$ cat src/hdl/hssc_pkg.sv
/*
  Package for the high-side switch control block: register offsets, field
  layouts, reset values, mode and channel-configuration codes, and the
  timing constants derived from the 25 MHz system clock.
  Assumes a 32-bit AXI4-Lite register bus with one register per aligned word.
*/
package hssc_pkg;

  // ---------------------------------------------------------------------------
  // Clock and timing
  // ---------------------------------------------------------------------------
  localparam int unsigned CLK_HZ = 25000000;
  localparam int unsigned PWM_FAST_HZ = 400;
  localparam int unsigned PWM_SLOW_HZ = 200;
  localparam int unsigned PWM_STEPS = 256;
  // Step length in clocks; rounded down so the period never overshoots.
  localparam int unsigned PWM_FAST_STEP_CYC = CLK_HZ / (PWM_FAST_HZ * PWM_STEPS);
  localparam int unsigned PWM_SLOW_STEP_CYC = CLK_HZ / (PWM_SLOW_HZ * PWM_STEPS);
  // Open-load filter, 64 us typical; least time so rounded up.
  localparam int unsigned OL_FILTER_NS = 64000;
  localparam int unsigned OL_FILTER_CYC = (OL_FILTER_NS * 25 + 999) / 1000;
  // Overcurrent filter, 16 us typical; least time so rounded up.
  localparam int unsigned OC_FILTER_NS = 16000;
  localparam int unsigned OC_FILTER_CYC = (OC_FILTER_NS * 25 + 999) / 1000;

  // ---------------------------------------------------------------------------
  // Register byte offsets
  // ---------------------------------------------------------------------------
  localparam logic [7:0] SWITCH_CONFIG_A_OFS = 8'h00;
  localparam logic [7:0] SWITCH_CONFIG_B_OFS = 8'h04;
  localparam logic [7:0] SUPPLY_CTRL_OFS = 8'h08;
  localparam logic [7:0] DUTY_GEN1_OFS = 8'h0c;
  localparam logic [7:0] DUTY_GEN2_OFS = 8'h10;
  localparam logic [7:0] PWM_FREQ_OFS = 8'h14;
  localparam logic [7:0] OVERCURRENT_STAT_OFS = 8'h18;
  localparam logic [7:0] OPEN_LOAD_STAT_OFS = 8'h1c;
  localparam logic [7:0] SUPPLY_STAT_OFS = 8'h20;
  localparam logic [7:0] MODE_OFS = 8'h24;

  // ---------------------------------------------------------------------------
  // Field positions and reset values
  // ---------------------------------------------------------------------------
  localparam int unsigned CFG_W = 3;
  localparam int unsigned CFG_LO_POS = 0; // First channel of a config register.
  localparam int unsigned CFG_HI_POS = 4; // Second channel of a config register.
  localparam int unsigned OV_SD_EN_POS = 0;
  localparam int unsigned UV_SD_EN_POS = 1;
  localparam int unsigned RECOVERY_POS = 2;
  localparam int unsigned OV_FLAG_POS = 0;
  localparam int unsigned UV_FLAG_POS = 1;
  localparam logic [7:0] DUTY_RESET = 8'h00;
  localparam logic [2:0] SUPPLY_CTRL_RESET = 3'h0;
  localparam logic [1:0] PWM_FREQ_RESET = 2'h0; // 0 = 200 Hz, 1 = 400 Hz.

  // ---------------------------------------------------------------------------
  // Types
  // ---------------------------------------------------------------------------
  typedef enum logic [2:0] {
    HSSC_CFG_OFF = 3'b000,
    HSSC_CFG_ON = 3'b001,
    HSSC_CFG_TIMER1 = 3'b010,
    HSSC_CFG_TIMER2 = 3'b011,
    HSSC_CFG_PWM1 = 3'b100,
    HSSC_CFG_PWM2 = 3'b101
  } hssc_cfg_t;

  typedef enum logic [2:0] {
    HSSC_MODE_NORMAL = 3'b000,
    HSSC_MODE_STOP = 3'b001,
    HSSC_MODE_SLEEP = 3'b010,
    HSSC_MODE_RESTART = 3'b011,
    HSSC_MODE_FAILSAFE = 3'b100
  } hssc_mode_t;

  // Per-channel analog sense inputs travel together.
  typedef struct packed {
    logic [3:0] overcurrent;
    logic [3:0] undercurrent;
  } hssc_sense_t;

  // Supply comparator results.
  typedef struct packed {
    logic overvoltage;
    logic undervoltage;
  } hssc_supply_t;

endpackage

$ cat src/hdl/hssc_top.sv
/*
  High-side switch control: four load switch outputs driven directly, by
  two external timers or by two 8-bit PWM generators, with supply, overcurrent
  and open-load protection and an AXI4-Lite register slave.
  Assumes the comparator, timer and mode inputs are synchronous to aclk.
*/
// Chosen here: the placing of the registers and the AXI4-Lite register port.
// Contract
// RULE1: Configuration writable only in normal mode.
// RULE2: Restart or fail-safe entry turns outputs off.
// RULE3: Software may re-enable outputs after failure.
// RULE4: Overvoltage turns drivers off unless disabled.
// RULE5: Undervoltage turns drivers off unless disabled.
// RULE6: Recovery bit restores, else clears configuration.
// RULE7: Supply faults only set supply flags.
// RULE8: Filtered overcurrent switches the output off.
// RULE9: Overcurrent sets flag, clears configuration field.
// RULE10: Software reactivates by writing on or timer.
// RULE11: Overcurrent flags stay until software clears.
// RULE12: Open load sets flag, output stays on.
// RULE13: Open-load flags clear only when condition gone.
// RULE14: Protection and PWM keep working in low power.
// RULE15: Two generators, each own 8-bit duty.
// RULE16: Each generator 200 or 400 Hz.
// RULE17: Outputs direct, timer or PWM controlled.
// RULE18: PWM drives immediately once assigned.
// RULE19: Duty one is not realisable by switch.
// RULE20: Duty floor for reliable open-load detection.
// RULE21: Duty floor for reliable overcurrent detection.
// RULE22: Open load filtered 64 us before flag.
// RULE23: Period has 256 steps, duty steps on.
`timescale 1ns/1ps

module hssc_top (
  // Clock and reset
  input wire logic aclk,
  input wire logic aresetn,
  // AXI4-Lite write address and data
  input wire logic [7:0] s_axi_awaddr,
  input wire logic s_axi_awvalid,
  output logic s_axi_awready,
  input wire logic [31:0] s_axi_wdata,
  input wire logic [3:0] s_axi_wstrb,
  input wire logic s_axi_wvalid,
  output logic s_axi_wready,
  // AXI4-Lite write response
  output logic [1:0] s_axi_bresp,
  output logic s_axi_bvalid,
  input wire logic s_axi_bready,
  // AXI4-Lite read
  input wire logic [7:0] s_axi_araddr,
  input wire logic s_axi_arvalid,
  output logic s_axi_arready,
  output logic [31:0] s_axi_rdata,
  output logic [1:0] s_axi_rresp,
  output logic s_axi_rvalid,
  input wire logic s_axi_rready,
  // Device mode and timers
  input wire hssc_pkg::hssc_mode_t device_mode,
  input wire logic timer1_out,
  input wire logic timer2_out,
  // Analog comparators
  input wire hssc_pkg::hssc_supply_t supply_cmp,
  input wire hssc_pkg::hssc_sense_t sense_cmp,
  // Switch drive
  output logic [3:0] load_switch_output
);

  // ---------------------------------------------------------------------------
  // State
  // ---------------------------------------------------------------------------
  logic [2:0] cfg_reg [4];
  logic [7:0] duty_reg [2];
  logic [1:0] pwm_freq_reg;
  logic [2:0] supply_ctrl_reg;
  logic [3:0] oc_flag_reg;
  logic [3:0] ol_flag_reg;
  logic [1:0] supply_flag_reg;
  logic [3:0] out_reg;
  logic [7:0] pwm_step_reg [2];
  logic [15:0] pwm_div_reg [2];
  logic [1:0] pwm_out;
  logic [9:0] oc_cnt_reg [4];
  logic [11:0] ol_cnt_reg [4];
  logic supply_fault_q_reg;
  logic forced_off_reg;
  logic aw_held_reg, w_held_reg;
  logic [7:0] aw_addr_reg;
  logic [31:0] w_data_reg;
  logic [3:0] w_strb_reg;
  logic wr_fire;
  logic normal_mode;
  logic ov_active, uv_active, supply_fault;
  logic [3:0] oc_trip;
  logic [3:0] want_on;

  // Decodes the output level a channel configuration asks for.
  function automatic logic cfg_level(input logic [2:0] cfg, input logic t1, input logic t2,
                                     input logic [1:0] pwm);
    unique case (hssc_pkg::hssc_cfg_t'(cfg))
      hssc_pkg::HSSC_CFG_ON: cfg_level = 1'b1;
      hssc_pkg::HSSC_CFG_TIMER1: cfg_level = t1;
      hssc_pkg::HSSC_CFG_TIMER2: cfg_level = t2;
      hssc_pkg::HSSC_CFG_PWM1: cfg_level = pwm[0];
      hssc_pkg::HSSC_CFG_PWM2: cfg_level = pwm[1];
      default: cfg_level = 1'b0; // Off and unused codes.
    endcase
  endfunction

  // Returns true when a write hits the given byte offset with lane 0 enabled.
  function automatic logic wr_hit(input logic [7:0] addr, input logic [7:0] ofs,
                                  input logic [3:0] strb);
    wr_hit = (addr == ofs) && strb[0];
  endfunction

  // ---------------------------------------------------------------------------
  // Mode and supply conditions
  // ---------------------------------------------------------------------------
  // Low-power modes keep the last configuration except for hardware clears; only normal mode may write it.
  assign normal_mode = (device_mode == hssc_pkg::HSSC_MODE_NORMAL); // [RULE1]
  assign ov_active = supply_cmp.overvoltage && !supply_ctrl_reg[hssc_pkg::OV_SD_EN_POS]; // [RULE4]
  assign uv_active = supply_cmp.undervoltage && !supply_ctrl_reg[hssc_pkg::UV_SD_EN_POS]; // [RULE5]
  assign supply_fault = ov_active || uv_active;

  // ---------------------------------------------------------------------------
  // AXI4-Lite slave
  // ---------------------------------------------------------------------------
  // Address and data are latched independently so either may arrive first.
  assign s_axi_awready = !aw_held_reg && !s_axi_bvalid;
  assign s_axi_wready = !w_held_reg && !s_axi_bvalid;
  assign wr_fire = aw_held_reg && w_held_reg && !s_axi_bvalid;
  assign s_axi_arready = !s_axi_rvalid;
  assign s_axi_bresp = 2'h0;
  assign s_axi_rresp = 2'h0;

  always_ff @(posedge aclk) begin
    if (!aresetn) begin
      aw_held_reg <= 1'b0;
      w_held_reg <= 1'b0;
      aw_addr_reg <= 8'h00;
      w_data_reg <= 32'h0000_0000;
      w_strb_reg <= 4'h0;
      s_axi_bvalid <= 1'b0;
    end else begin
      if (s_axi_awvalid && s_axi_awready) begin
        aw_held_reg <= 1'b1;
        aw_addr_reg <= {s_axi_awaddr[7:2], 2'b00};
      end
      if (s_axi_wvalid && s_axi_wready) begin
        w_held_reg <= 1'b1;
        w_data_reg <= s_axi_wdata;
        w_strb_reg <= s_axi_wstrb;
      end
      if (wr_fire) begin
        aw_held_reg <= 1'b0;
        w_held_reg <= 1'b0;
        s_axi_bvalid <= 1'b1;
      end else if (s_axi_bready) begin
        s_axi_bvalid <= 1'b0;
      end
    end
  end

  // Read data is registered; unmapped addresses read as zero with OKAY.
  always_ff @(posedge aclk) begin
    if (!aresetn) begin
      s_axi_rvalid <= 1'b0;
      s_axi_rdata <= 32'h0000_0000;
    end else if (s_axi_arvalid && s_axi_arready) begin
      s_axi_rvalid <= 1'b1;
      unique case ({s_axi_araddr[7:2], 2'b00})
        hssc_pkg::SWITCH_CONFIG_A_OFS: s_axi_rdata <= {25'h0, cfg_reg[1], 1'b0, cfg_reg[0]};
        hssc_pkg::SWITCH_CONFIG_B_OFS: s_axi_rdata <= {25'h0, cfg_reg[3], 1'b0, cfg_reg[2]};
        hssc_pkg::SUPPLY_CTRL_OFS: s_axi_rdata <= {29'h0, supply_ctrl_reg};
        hssc_pkg::DUTY_GEN1_OFS: s_axi_rdata <= {24'h0, duty_reg[0]};
        hssc_pkg::DUTY_GEN2_OFS: s_axi_rdata <= {24'h0, duty_reg[1]};
        hssc_pkg::PWM_FREQ_OFS: s_axi_rdata <= {30'h0, pwm_freq_reg};
        hssc_pkg::OVERCURRENT_STAT_OFS: s_axi_rdata <= {28'h0, oc_flag_reg};
        hssc_pkg::OPEN_LOAD_STAT_OFS: s_axi_rdata <= {28'h0, ol_flag_reg};
        hssc_pkg::SUPPLY_STAT_OFS: s_axi_rdata <= {30'h0, supply_flag_reg};
        hssc_pkg::MODE_OFS: s_axi_rdata <= {29'h0, device_mode};
        default: s_axi_rdata <= 32'h0000_0000;
      endcase
    end else if (s_axi_rready) begin
      s_axi_rvalid <= 1'b0;
    end
  end

  // ---------------------------------------------------------------------------
  // Configuration registers
  // ---------------------------------------------------------------------------
  // A hardware clear wins over a software write in the same cycle, so a trip
  // is never masked by a write that raced it.
  always_ff @(posedge aclk) begin
    if (!aresetn) begin
      for (int i = 0; i < 4; i++) cfg_reg[i] <= hssc_pkg::HSSC_CFG_OFF;
      duty_reg[0] <= hssc_pkg::DUTY_RESET;
      duty_reg[1] <= hssc_pkg::DUTY_RESET;
      pwm_freq_reg <= hssc_pkg::PWM_FREQ_RESET;
      supply_ctrl_reg <= hssc_pkg::SUPPLY_CTRL_RESET;
    end else begin
      if (wr_fire && normal_mode) begin // [RULE1] [RULE3] [RULE10]
        if (wr_hit(aw_addr_reg, hssc_pkg::SWITCH_CONFIG_A_OFS, w_strb_reg)) begin
          cfg_reg[0] <= w_data_reg[hssc_pkg::CFG_LO_POS +: hssc_pkg::CFG_W];
          cfg_reg[1] <= w_data_reg[hssc_pkg::CFG_HI_POS +: hssc_pkg::CFG_W];
        end
        if (wr_hit(aw_addr_reg, hssc_pkg::SWITCH_CONFIG_B_OFS, w_strb_reg)) begin
          cfg_reg[2] <= w_data_reg[hssc_pkg::CFG_LO_POS +: hssc_pkg::CFG_W];
          cfg_reg[3] <= w_data_reg[hssc_pkg::CFG_HI_POS +: hssc_pkg::CFG_W];
        end
        if (wr_hit(aw_addr_reg, hssc_pkg::SUPPLY_CTRL_OFS, w_strb_reg))
          supply_ctrl_reg <= w_data_reg[2:0];
        if (wr_hit(aw_addr_reg, hssc_pkg::DUTY_GEN1_OFS, w_strb_reg))
          duty_reg[0] <= w_data_reg[7:0]; // [RULE15]
        if (wr_hit(aw_addr_reg, hssc_pkg::DUTY_GEN2_OFS, w_strb_reg))
          duty_reg[1] <= w_data_reg[7:0]; // [RULE15]
        if (wr_hit(aw_addr_reg, hssc_pkg::PWM_FREQ_OFS, w_strb_reg))
          pwm_freq_reg <= w_data_reg[1:0]; // [RULE16]
      end
      for (int i = 0; i < 4; i++) begin
        if (oc_trip[i]) cfg_reg[i] <= hssc_pkg::HSSC_CFG_OFF; // [RULE9]
        // Without recovery, clearing the fault leaves the switches off.
        if (supply_fault_q_reg && !supply_fault && !supply_ctrl_reg[hssc_pkg::RECOVERY_POS])
          cfg_reg[i] <= hssc_pkg::HSSC_CFG_OFF; // [RULE6]
      end
    end
  end

  // ---------------------------------------------------------------------------
  // Status flags
  // ---------------------------------------------------------------------------
  // Write one to clear; a new event in the same cycle keeps the flag set.
  always_ff @(posedge aclk) begin
    if (!aresetn) begin
      oc_flag_reg <= 4'h0;
      ol_flag_reg <= 4'h0;
      supply_flag_reg <= 2'h0;
    end else begin
      for (int i = 0; i < 4; i++) begin
        if (oc_trip[i]) oc_flag_reg[i] <= 1'b1; // [RULE9]
        else if (wr_fire && wr_hit(aw_addr_reg, hssc_pkg::OVERCURRENT_STAT_OFS, w_strb_reg)
                 && w_data_reg[i])
          oc_flag_reg[i] <= 1'b0; // [RULE11]
        if (ol_cnt_reg[i] == 12'(hssc_pkg::OL_FILTER_CYC)) ol_flag_reg[i] <= 1'b1; // [RULE22]
        else if (wr_fire && wr_hit(aw_addr_reg, hssc_pkg::OPEN_LOAD_STAT_OFS, w_strb_reg)
                 && w_data_reg[i] && !(out_reg[i] && sense_cmp.undercurrent[i]))
          ol_flag_reg[i] <= 1'b0; // [RULE13]
      end
      // Supply faults touch only these two flags. [RULE7]
      if (ov_active) supply_flag_reg[hssc_pkg::OV_FLAG_POS] <= 1'b1;
      else if (wr_fire && wr_hit(aw_addr_reg, hssc_pkg::SUPPLY_STAT_OFS, w_strb_reg)
               && w_data_reg[hssc_pkg::OV_FLAG_POS])
        supply_flag_reg[hssc_pkg::OV_FLAG_POS] <= 1'b0;
      if (uv_active) supply_flag_reg[hssc_pkg::UV_FLAG_POS] <= 1'b1;
      else if (wr_fire && wr_hit(aw_addr_reg, hssc_pkg::SUPPLY_STAT_OFS, w_strb_reg)
               && w_data_reg[hssc_pkg::UV_FLAG_POS])
        supply_flag_reg[hssc_pkg::UV_FLAG_POS] <= 1'b0;
    end
  end

  // ---------------------------------------------------------------------------
  // PWM generators
  // ---------------------------------------------------------------------------
  // Free-running in every mode so low-power PWM keeps going. [RULE14] [RULE23]
  always_ff @(posedge aclk) begin
    if (!aresetn) begin
      for (int g = 0; g < 2; g++) begin
        pwm_div_reg[g] <= 16'h0000;
        pwm_step_reg[g] <= 8'h00;
      end
    end else begin
      for (int g = 0; g < 2; g++) begin
        if (pwm_div_reg[g] == (pwm_freq_reg[g] ? 16'(hssc_pkg::PWM_FAST_STEP_CYC - 1)
                                               : 16'(hssc_pkg::PWM_SLOW_STEP_CYC - 1))) begin
          pwm_div_reg[g] <= 16'h0000;
          pwm_step_reg[g] <= pwm_step_reg[g] + 8'h01; // [RULE16]
        end else begin
          pwm_div_reg[g] <= pwm_div_reg[g] + 16'h0001;
        end
      end
    end
  end

  // On for as many of the 256 steps as the duty value says. [RULE15]
  assign pwm_out[0] = pwm_step_reg[0] < duty_reg[0];
  assign pwm_out[1] = pwm_step_reg[1] < duty_reg[1];

  // ---------------------------------------------------------------------------
  // Protection filters
  // ---------------------------------------------------------------------------
  // Counters restart whenever the output is off, so a trip needs a continuous
  // on-time longer than the filter; short PWM pulses cannot trip.
  always_ff @(posedge aclk) begin
    if (!aresetn) begin
      for (int i = 0; i < 4; i++) begin
        oc_cnt_reg[i] <= 10'h000;
        ol_cnt_reg[i] <= 12'h000;
      end
    end else begin
      for (int i = 0; i < 4; i++) begin
        if (out_reg[i] && sense_cmp.overcurrent[i] && !oc_trip[i])
          oc_cnt_reg[i] <= oc_cnt_reg[i] + 10'h001; // [RULE8]
        else
          oc_cnt_reg[i] <= 10'h000;
        if (out_reg[i] && sense_cmp.undercurrent[i]) begin
          if (ol_cnt_reg[i] != 12'(hssc_pkg::OL_FILTER_CYC))
            ol_cnt_reg[i] <= ol_cnt_reg[i] + 12'h001; // [RULE12]
        end else begin
          ol_cnt_reg[i] <= 12'h000;
        end
      end
    end
  end

  always_comb begin
    for (int i = 0; i < 4; i++)
      oc_trip[i] = oc_cnt_reg[i] == 10'(hssc_pkg::OC_FILTER_CYC); // [RULE8]
  end

  // ---------------------------------------------------------------------------
  // Output drive
  // ---------------------------------------------------------------------------
  always_ff @(posedge aclk) begin
    if (!aresetn) begin
      supply_fault_q_reg <= 1'b0;
      forced_off_reg <= 1'b0;
    end else begin
      supply_fault_q_reg <= supply_fault;
      forced_off_reg <= (device_mode == hssc_pkg::HSSC_MODE_RESTART)
                        || (device_mode == hssc_pkg::HSSC_MODE_FAILSAFE);
    end
  end

  always_comb begin
    for (int i = 0; i < 4; i++)
      want_on[i] = cfg_level(cfg_reg[i], timer1_out, timer2_out, pwm_out); // [RULE17] [RULE18]
  end

  // Open load leaves it on; a fault's final cycle stays off so a cleared config cannot glitch.
  always_ff @(posedge aclk) begin
    if (!aresetn) begin
      out_reg <= 4'h0;
    end else if (forced_off_reg || (device_mode == hssc_pkg::HSSC_MODE_RESTART)
                 || (device_mode == hssc_pkg::HSSC_MODE_FAILSAFE)) begin
      out_reg <= 4'h0; // [RULE2]
    end else begin
      out_reg <= (supply_fault || supply_fault_q_reg) ? 4'h0 : (want_on & ~oc_trip); // [RULE6]
    end
  end

  assign load_switch_output = out_reg;

endmodule

$ cat config.mk
export PLATFORM = sky130hd
export DESIGN_NAME = hssc_top
export DESIGN_NICKNAME = d
export VERILOG_FILES = /design/src/hdl/hssc_pkg.sv /design/src/hdl/hssc_top.sv
export SDC_FILE = /design/constraint.sdc
export NUM_CORES = 1
export LEC_CHECK = 0
export BUFFER_PORTS_ARGS = -buffer_cell sky130_fd_sc_hd__clkbuf_2
export CORE_UTILIZATION = 45
export DETAILED_ROUTE_END_ITERATION = 16
export GPL_TIMING_DRIVEN = 0
export SLEW_MARGIN = 20
export SYNTH_ARGS = -nofsm -noshare
export SYNTH_HDL_FRONTEND = slang
export SYNTH_SLANG_ARGS = --single-unit
$ cat constraint.sdc
create_clock -name aclk -period 3.5 [get_ports aclk]
set_clock_uncertainty 0.2 [all_clocks]
set_input_delay 0.7 -clock aclk [delete_from_list [all_inputs] [get_ports aclk]]
set_output_delay 0.7 -clock aclk [all_outputs]
set_load 0.05 [all_outputs]
==> summary.md <==
| Metric | Value |
|---|---|
| Final setup vio count | 0 |
| Core Area | around 25000 um^2 |
| Share of the synthesized area in the top cell type | between 40% and 50% |
| Sequential share of power | between 40% and 50% |
| CP arrival | ~2.8 ns |
| GR Util met2 | a little under a third |
| Routed wire length | ~25 mm |
| Lkg Pwr | 0.00515 uW |
| Slowest cell delay on critical path | ~0.7 ns |
| RSZ-0062 raised after global routing | false |
| Met1 GRT Util | between 20% and 30% |
| DRC Markers | 0 |
| Mapped Cells | approximately 1100 |
| Post-route ant nets | 0 |
| Inserted Diodes | 0 |
| Vias per cell | slightly above 5 |
| Total congestion overflow | 0 |
| Synth area leader | edfxtp_1 |
| Largest net degree at the start of global routing | 18 |
| Max reg flops | between 40 and 50 |
| Hold Buf Count CTS | 0 |
| Mux cell area share after synthesis | 3.13% |
| Pwr Total | 5710 uW |
| Most frequent cells in the layout | nor2_1 (214), edfxtp_1 (155), conb_1 (100) |
| Clk pwr share | 42.6% |
| Fin. Hold Viols | 0 |
| Slew @ Worst Pin | between 1 and 1.5 ns |
| Layout area overhead | 16.0% |
| Placed cell area | around 12000 um^2 |
| Final instance area | between 10000 and 15000 um^2 |
| EDFF count, synth | 155 |
| Die area | 25900 um^2 |
| GPL Wtd Cong | ~0.81 |
| Fin crit share | 84.8% |
| Sink Count | 212 |
| Max-cap check violation count | 0 |
| Slowest cell on the critical path | nand4_1 |
| Die height | approximately 160 um |
| Net Sw Frac | a little under a quarter |
| Commonest non-fill, non-tap cell in the layout | nor2_1 |
| GR peak layer | met2 |
| Setup bufs post-CTS | 0 |
| Synth Area per Inst | 10.2 um^2 |
| Clk Latency, worst-skew pair | a little over 0.5 ns |
| Via count | 8307 |
| Warnings from Yosys | 0 |
| Compound-gate portion of the synthesized area | about 5.9% |
| XOR/XNOR share of the synthesized area | 8.40% |
| CP required | 3.34 ns |
| First-pass GRT wire length | just over 40 mm |
| Largest family of logic cells by synthesized area | simple AND/OR/NAND/NOR gates |
| GRT Util Overall | 19.5% |
| Synthesized cell area | about 11000 um^2 |
| Row count | between 50 and 60 |
| NetSw | 1350 uW |
| Simple-gate area share of the yosys netlist | between 20% and 30% |
| Tightest Hold Check Type | input pin to register |
| Combinational share of power | 7.5% |
| Status | finished clean |
| Final Max Tran Viols | 0 |
| Synth unique cells | between 60 and 70 |
| Wire per inst | around 15 um |
| Worst-case vdd ir drop | about 0.00036 V |
| Htree depth | 1 |
| TritonCTS Buffers | 25 |
| Synthesis-stage register bit count | 212 |
| Max FO, Critical Path | 12 |
| Root Driver | clkbuf_16 |
| CTS tree | yes |
| Clk slew on worst S/H paths | about 0.06 ns |
| Adder-cell share of the synthesized area | around 3.7% |
| # resized after CTS | 0 |
| CP endpoint kind | register |
| Main flop type after synthesis | edfxtp_1 |
| Area contributors post-synth | edfxtp_1 (41%), dfxtp_1 (10%), nor2_1 (7.1%) |
| Vias in the first global route | between 7000 and 8000 |
| Pint | 4360 uW |
| Asr flop ratio synth | 0% |
| Crit-path most repeated cell | buf_2 |
| Hpwl dp | around 18 mm |
| Share of layout cells above drive strength 1 | 11.9% |
| Initial core utilization | a little under half |
| Drt initial violations | between 400 and 500 |
| Max-slew headroom | between 20% and 30% |
| Cell Pwr Density | approximately 430 nW/um^2 |
| Critical path, cell by cell | clkbuf_2 > buf_2 > buf_2 > clkbuf_1 > nand4_1 |
| Number of antenna violations at the first check in global routing | 0 |
| Fin crit period | between 2 and 3 ns |
| GR Layer Usage met3 | 3.64% |
| Crit Path Category | input pin to register |
| DIE WIDTH | 161 um |
| DRT Pass-1 Iters | 7 |
| Max Buffers Root-to-Sink | 3 |
| CP startpoint kind | input pin |
| Ports | around 120 |
| IO buf count | 57 |
| Nets | between 1000 and 1500 |
| Fmax | 337 MHz |
| Setup tns final | 0 ns |
| Seq/Total Area, Yosys | approximately 51% |
==> power groups by stage <==
stage	combinational [uW]	clock (uW)	sequential, uW
floorplan	312	0	2890
global placement	418	0	2900
detailed placement	424	0	2900
CTS	425	2490	2850
global route	472	2590	2860
finish	427	2430	2850
==> kinds of logic after synthesis <==
logic type | after synthesis
xor+xnor | 109
compound gates | 101
mux | 34
flops | 212
simple gates | 515
other cells | 2
buf+inv | 110
fa+ha+maj | 34
==> per-layer routing <==
metal  wire, um  up-vias  part of all wire (%)
met5          0        -                     0
met1      12200     3893                    49
met2      10900      169                    44
met4        305        0                   1.2
met3       1330       25                   5.3
li1           -     4220                     -
==> cell usage after synthesis, drive strengths merged (3+ instances only) <==
cell type    n
nor2       214
edfxtp     155
nand3       71
xor2        63
nand2       60
dfxtp       57
inv         54
buf         46
xnor2       46
ha          34
a21oi       33
mux2i       31
nand4       28
nor3        25
and3        21
o21ai       18
and2        14
nand4b      12
nor4        12
nand2b      11
clkbuf      10
nor2b        9
a22oi        6
and4         6
nor4b        6
o22ai        6
a211oi       5
a221oi       5
nor3b        5
or3          5
a21bo        4
o2111a       4
a21o         3
a311oi       3
a31oi        3
a32oi        3
nor4bb       3
or4b         3
==> path summary, 6_finish.rpt <==
path                     from                 to  slack (ns)  depth (start not counted)
max                   aresetn   ol_cnt_reg[1][6]        0.53                          5
min            s_axi_wdata[0]      w_data_reg[0]        0.23                          3
max reg2reg  ol_cnt_reg[2][0]  ol_cnt_reg[2][10]        0.91                          6
min reg2reg    ol_flag_reg[3]     ol_flag_reg[3]        0.28                          2
==> critical path: cells and delay by family <==
family	cells	cell delay, ns
buffers and inverters	4	1.41
AND/OR/NAND/NOR	1	0.68
==> layout make-up <==
| cell class | count | area, um^2 |
|---|---|---|
| tap | 324 | 405 |
| fill | 2264 | 11300 |
| inverter | 54 | 203 |
| clock inverter | 3 | 15.0 |
| timing repair buffer | 57 | 285 |
| multi-input combinational | 893 | 5370 |
| sequential | 212 | 5800 |
| clock buffer | 42 | 749 |
| buffer | 56 | 358 |
==> per-stage QoR <==
stage / setup WS, ns / hold WS (ns) / instances / utilization, %
floorplan: 1.15 / 0.250 / 1215 / -
global placement: 0.0189 / 0.271 / 1596 / 50.6
detailed placement: 0.00391 / 0.275 / 1596 / 50.6
CTS: 0.537 / 0.217 / 1641 / 53.7
global route: 0.390 / 0.230 / 1641 / 53.7
finish: 0.531 / 0.232 / 1641 / 53.7
(Power assumes the default switching activity.)
